File: config.mk
export PLATFORM = sky130hd
export DESIGN_NAME = popd_core
export DESIGN_NICKNAME = d
export VERILOG_FILES = /design/src/shared/popd_pkg.sv /design/src/rtl/popd_core.sv /design/src/rtl/popd_decode.sv
export SDC_FILE = /design/constraint.sdc
export NUM_CORES = 1
export LEC_CHECK = 0
export BUFFER_PORTS_ARGS = -buffer_cell sky130_fd_sc_hd__buf_2
export CORE_MARGIN = 1
export CORE_UTILIZATION = 44
export DETAILED_ROUTE_END_ITERATION = 7
export PLACE_DENSITY = 0.75
export SYNTH_ARGS = -nofsm -noshare
export SYNTH_HDL_FRONTEND = slang
export SYNTH_SLANG_ARGS = --single-unit
File: constraint.sdc
create_clock -name clk -period 1.7 [get_ports clk]
set_input_delay 0.34 -clock clk [delete_from_list [all_inputs] [get_ports clk]]
set_output_delay 0.34 -clock clk [all_outputs]
set_load 0.02 [all_outputs]
File: src/shared/popd_pkg.sv
// package for the port/or/power-off instruction executor
package popd_pkg;
  // 10-bit instruction codes
  localparam logic [9:0] OP_PORT2_OUT = 10'h222;
  localparam logic [9:0] OP_OR = 10'h019;
  localparam logic [9:0] OP_CLOCK_SLEEP = 10'h002;
  localparam logic [9:0] OP_RAM_BACKUP = 10'h008;
  localparam logic [9:0] OP_POWER_OFF_ENABLE = 10'h22b;
  localparam logic [9:0] OP_NO_OPERATION = 10'h000;
  // reset values and program counter step
  localparam logic [3:0] ACC_RESET = 4'h0;
  localparam logic [3:0] PORT2_RESET = 4'h0;
  localparam logic [9:0] PC_RESET = 10'h000;
  localparam logic [9:0] PC_STEP = 10'h001;
  localparam logic ARMED_RESET = 1'b0;

  // operating modes, gray coded
  typedef enum logic [1:0] {
    POPD_RUN = 2'b00,
    POPD_CLOCK_SLEEP = 2'b01,
    POPD_RAM_BACKUP = 2'b11
  } popd_mode_t;

  // decoded instruction flags
  typedef struct packed {
    logic port_out;
    logic or_mem;
    logic sleep;
    logic backup;
    logic enable;
  } popd_dec_t;

  // whole state of the executor
  typedef struct packed {
    logic [3:0] acc;
    logic [3:0] port2;
    logic [9:0] pc;
    logic armed;
    popd_mode_t mode;
  } popd_state_t;
endpackage

File: src/rtl/popd_core.sv
// executor for port output, or, and the two power-off instructions
`timescale 1ns/1ps
`default_nettype none
module popd_core (
  input wire logic clk,
  input wire logic rst,
  input wire logic instr_valid,
  input wire logic [9:0] instr,
  input wire logic [3:0] mem_at_data_pointer,
  input wire logic carry_flag_in,
  output logic [3:0] acc,
  output logic [3:0] output_port_two,
  output logic [9:0] pc,
  output popd_pkg::popd_mode_t mode,
  output logic carry_flag,
  output logic skip_next
);
  popd_pkg::popd_dec_t dec;
  popd_pkg::popd_state_t st_reg;
  popd_pkg::popd_state_t st_next;

  popd_decode u_decode (
    .instr(instr),
    .dec(dec)
  );

  ////////////////////////////////////////////////////////////////////////////
  // next state: instructions only run while the core is in run mode
  always_comb
  begin
    st_next = st_reg;
    if (instr_valid && st_reg.mode == popd_pkg::POPD_RUN)
    begin
      st_next.pc = st_reg.pc + popd_pkg::PC_STEP;
      // the enable arms only the very next instruction
      st_next.armed = dec.enable;
      if (dec.port_out)
      begin
        st_next.port2 = st_reg.acc;
      end
      else if (dec.or_mem)
      begin
        st_next.acc = st_reg.acc | mem_at_data_pointer;
      end
      else if (dec.sleep && st_reg.armed)
      begin
        st_next.mode = popd_pkg::POPD_CLOCK_SLEEP;
      end
      else if (dec.backup && st_reg.armed)
      begin
        st_next.mode = popd_pkg::POPD_RAM_BACKUP;
      end
      // unarmed power-off falls through as a plain no-op
    end
  end

  // register the whole state; only the reset in this block leaves a power mode
  always_ff @(posedge clk)
  begin
    if (rst)
    begin
      st_reg.acc <= popd_pkg::ACC_RESET;
      st_reg.port2 <= popd_pkg::PORT2_RESET;
      st_reg.pc <= popd_pkg::PC_RESET;
      st_reg.armed <= popd_pkg::ARMED_RESET;
      st_reg.mode <= popd_pkg::POPD_RUN;
    end
    else
    begin
      st_reg <= st_next;
    end
  end

  ////////////////////////////////////////////////////////////////////////////
  // outputs straight from state; carry passes through untouched, skip_next tied low
  assign acc = st_reg.acc;
  assign output_port_two = st_reg.port2;
  assign pc = st_reg.pc;
  assign mode = st_reg.mode;
  assign carry_flag = carry_flag_in;
  assign skip_next = 1'b0;
endmodule
`default_nettype wire

File: src/rtl/popd_decode.sv
// instruction decoder for the executor
`timescale 1ns/1ps
`default_nettype none
module popd_decode (
  input wire logic [9:0] instr,
  output popd_pkg::popd_dec_t dec
);
  // one flag per recognised opcode, all clear for anything else
  always_comb
  begin
    dec.port_out = (instr == popd_pkg::OP_PORT2_OUT);
    dec.or_mem = (instr == popd_pkg::OP_OR);
    dec.sleep = (instr == popd_pkg::OP_CLOCK_SLEEP);
    dec.backup = (instr == popd_pkg::OP_RAM_BACKUP);
    dec.enable = (instr == popd_pkg::OP_POWER_OFF_ENABLE);
  end
endmodule
`default_nettype wire

==> results.toml <==
[run_status]
status = "complete, no violations"

[critical_path]
r2r_slack_ns = 0.12
worst_setup_path_end_kind = "register"
worst-setup-path-type = "reg -> reg"
r2r-start = "mode[0]"
slowest_delay_ns = 0.45
crit_cells = 3
arrival_ns = 1.78
reg2reg_to = "pc[9]"
slowest_stage = "or3b_4"
path_cells = "or3b_4 -> nor4_2 -> mux2_2"
startpoint_type = "register"
cp.required_ns = 1.90
cp_top_family = "simple AND/OR/NAND/NOR gates"
crit_buf_inv = 0
reg2reg_depth = 3
cp_max_fo = 6

[synthesis]
syn_inst = 129
synth.top_cell.area_share_pct = 37.37
synth_edf_count = 0
synthTopCellsByCount = "buf_4 (22), dfxtp_1 (21), nand2b_1 (12)"
ys_ff_latch = 21
post-synth-top-area-cell = "dfxtp_1"
yosysSeqAreaShare_pct = 37.37
syn_nets = 148
avgSynthCellArea_um2 = 8.720
ys_types = 32
synthArstFlopShare_pct = 0
ys.flop_type = "dfxtp_1"
yosysMostFrequentCell = "buf_4"
netlist_top_cells_area = "dfxtp_1 (37%), buf_4 (15%), nand2b_1 (6.7%)"
yosys_warnings = 0
syn_area_um2 = 1125

[clocking]
htreeDepth = 1
cts_tree = "done"
cts_inserted_buffers = 3
insertion_delay_ns = 0.30
cts.sinks = 21
cts_root_buf = "clkbuf_4"
clkTransAtPathRegs_ns = 0.11
clockBufferDepth = 2

[timing]
finalCritPeriodShare_pct = 93.10
fin_skew_ns = 0.003609
finalSetupViolCount = 0
min_period_ns = 1.583
hold_viol = 0
slew_viol_final = 0
max_freq_mhz = 631.8
rsz0062_at_grt = "no"

[finish]
drive_gt1_share_pct = 33.33
final_nets = 167
regMostFlops = "pc"
largest_register_ffs = 10
fin_cells = 175
post-route-util_pct = 53.26
insertedDiodeCount = 0
stdcell_area_um2 = 1235
area_delta_synth_final_pct = 9.788

[placed_design]
dp.cells = 171
place_congestion = 0.7301
place_area_um2 = 1189
io_buffers = 36
dp_hpwl_um = 1607

[grt]
grt_max_degree = 21
antenna_found_initial = 0
overflow = 0
grt_use_total_pct = 15.66
grt_pass1_vias = 765
grt_pass1_wl_um = 3125

[flow_run]
max_cap_viol_count = 0

[power]
power.leakage_nw = 0.5371
p_int_mw = 0.6281
switching_share_pct = 23.84
finalPower_mw = 0.8247
p_comb_share_pct = 10.4
pwr-share-seq_pct = 60.9
p_clk_share_pct = 28.8
switchingPower_mw = 0.1966
ir_drop_mv = 0.5125
power_density_nw_per_um2 = 667.8

[route]
wl_per_cell_um = 11.76
wl_um = 2058
drc = 0
ant_nets = 0
dr.pass1.iters = 4
detail_route.vias_per_cell = 5.211
drt_iter0_drc = 8
vias = 912

[min_path]
hold_class = "in -> reg"
min_from = "mem_at_data_pointer[2]"
hold_path_end = "acc[2]"
hold_depth = 3

[floorplanning]
fp-row-count = 17
core-area_um2 = 2318
dieArea_um2 = 2763
die_w_um = 52.56
initial_utilization_pct = 48.52
io_pins = 40
dieHeight_um = 52.56
layout by cell type (no fill, tap or decap):
master,instances
dfxtp_1,21
inv_1,4
nand4bb_2,1
and4b_1,2
nor4_2,2
or3_1,2
ha_1,1
clkbuf_1,1
nand2b_1,12
nand3_1,3
nor3b_1,1
conb_1,1
mux2i_1,4
clkbuf_4,3
nor4b_1,2
o21ai_0,6
xnor2_1,2
nor2b_1,2
xor2_1,1
o31ai_1,3
a21oi_1,7
and3b_1,1
nand4_1,4
or3b_4,1
o22ai_1,1
buf_4,4
nand2_1,7
nor2_1,4
o32ai_1,1
buf_2,36
mux2_2,2
or4_1,3
nor3_1,2
power groups by stage:
stage,logic [mW],clock network (mW),registers [mW]
after floorplan,0.0581,0,0.513
after global placement,0.0796,0,0.513
after detailed placement,0.0831,0,0.513
after CTS,0.0833,0.247,0.502
after global routing,0.0931,0.267,0.503
final,0.0854,0.237,0.502
worst max path at each step:
stage | start | end
4_1_cts | mode[0] | pc[9]
6_report | mode[0] | pc[9]
2_1_floorplan | mode[0] | pc[9]
3_3_place_gp | instr_valid | pc[9]
5_1_grt | pc[0] | pc[8]
3_5_place_dp | instr_valid | pc[9]
timing repair:
item | 4_1_cts | 5_1_grt
hold endpoints to repair | 0 | 0
hold buffers | 0 | 0
setup endpoints to repair | 0 | 3
buffers inserted | 0 | 0
resized for setup | 0 | 4
worst register-to-register path, delay by kind of cell, from the launching register on:
kind             cells  cell delay (ns)
and+or+nand+nor      2             0.76
DFF                  1             0.36
muxes                1             0.37
stage by stage:
stage / setup TNS (ns) / hold WS (ns) / worst slack (ns)
finish: 0 / 0.2873 / 0.1172
global placement: 0 / 0.4475 / 0.05911
floorplan: 0 / 0.4272 / 0.1267
detailed placement: -0.01764 / 0.4538 / -0.01764
CTS: 0 / 0.2852 / 0.05418
global route: 0 / 0.2882 / 0.04677
per-layer routing:
metal | share of wire (%) | GRT usage, % | wire length (um) | vias to the layer above
met1 | 46 | 19.12 | 939 | 423
met5 | 0 | 0 | 0 | -
met3 | 5.2 | 2.899 | 106 | 2
li1 | - | - | - | 463
met4 | 0.78 | 7.895 | 16 | 0
met2 | 48 | 25.95 | 995 | 24
final cells by class:
cell class | count | area (um^2)
inverters | 4 | 15.01
clock buffers | 4 | 26.28
well taps | 28 | 35.03
flip-flops and latches | 21 | 420.4
fillers | 224 | 1084
multi-input cells | 78 | 528.0
repair buffers | 40 | 210.2
cells by family after synthesis:
kind of cell / count (synthesis) / synth area share, %
multiplexers: 6 / 5.562
XOR/XNOR: 3 / 2.336
flip-flops: 21 / 37.37
other: 1 / 0.3334
buffers and inverters: 30 / 17.46
AO/OA/AOI/OAI: 18 / 9.121
AND/OR/NAND/NOR: 49 / 26.70
adder cells (fa/ha/maj): 1 / 1.112
No activity file was read; power rests on OpenSTA's default activity.
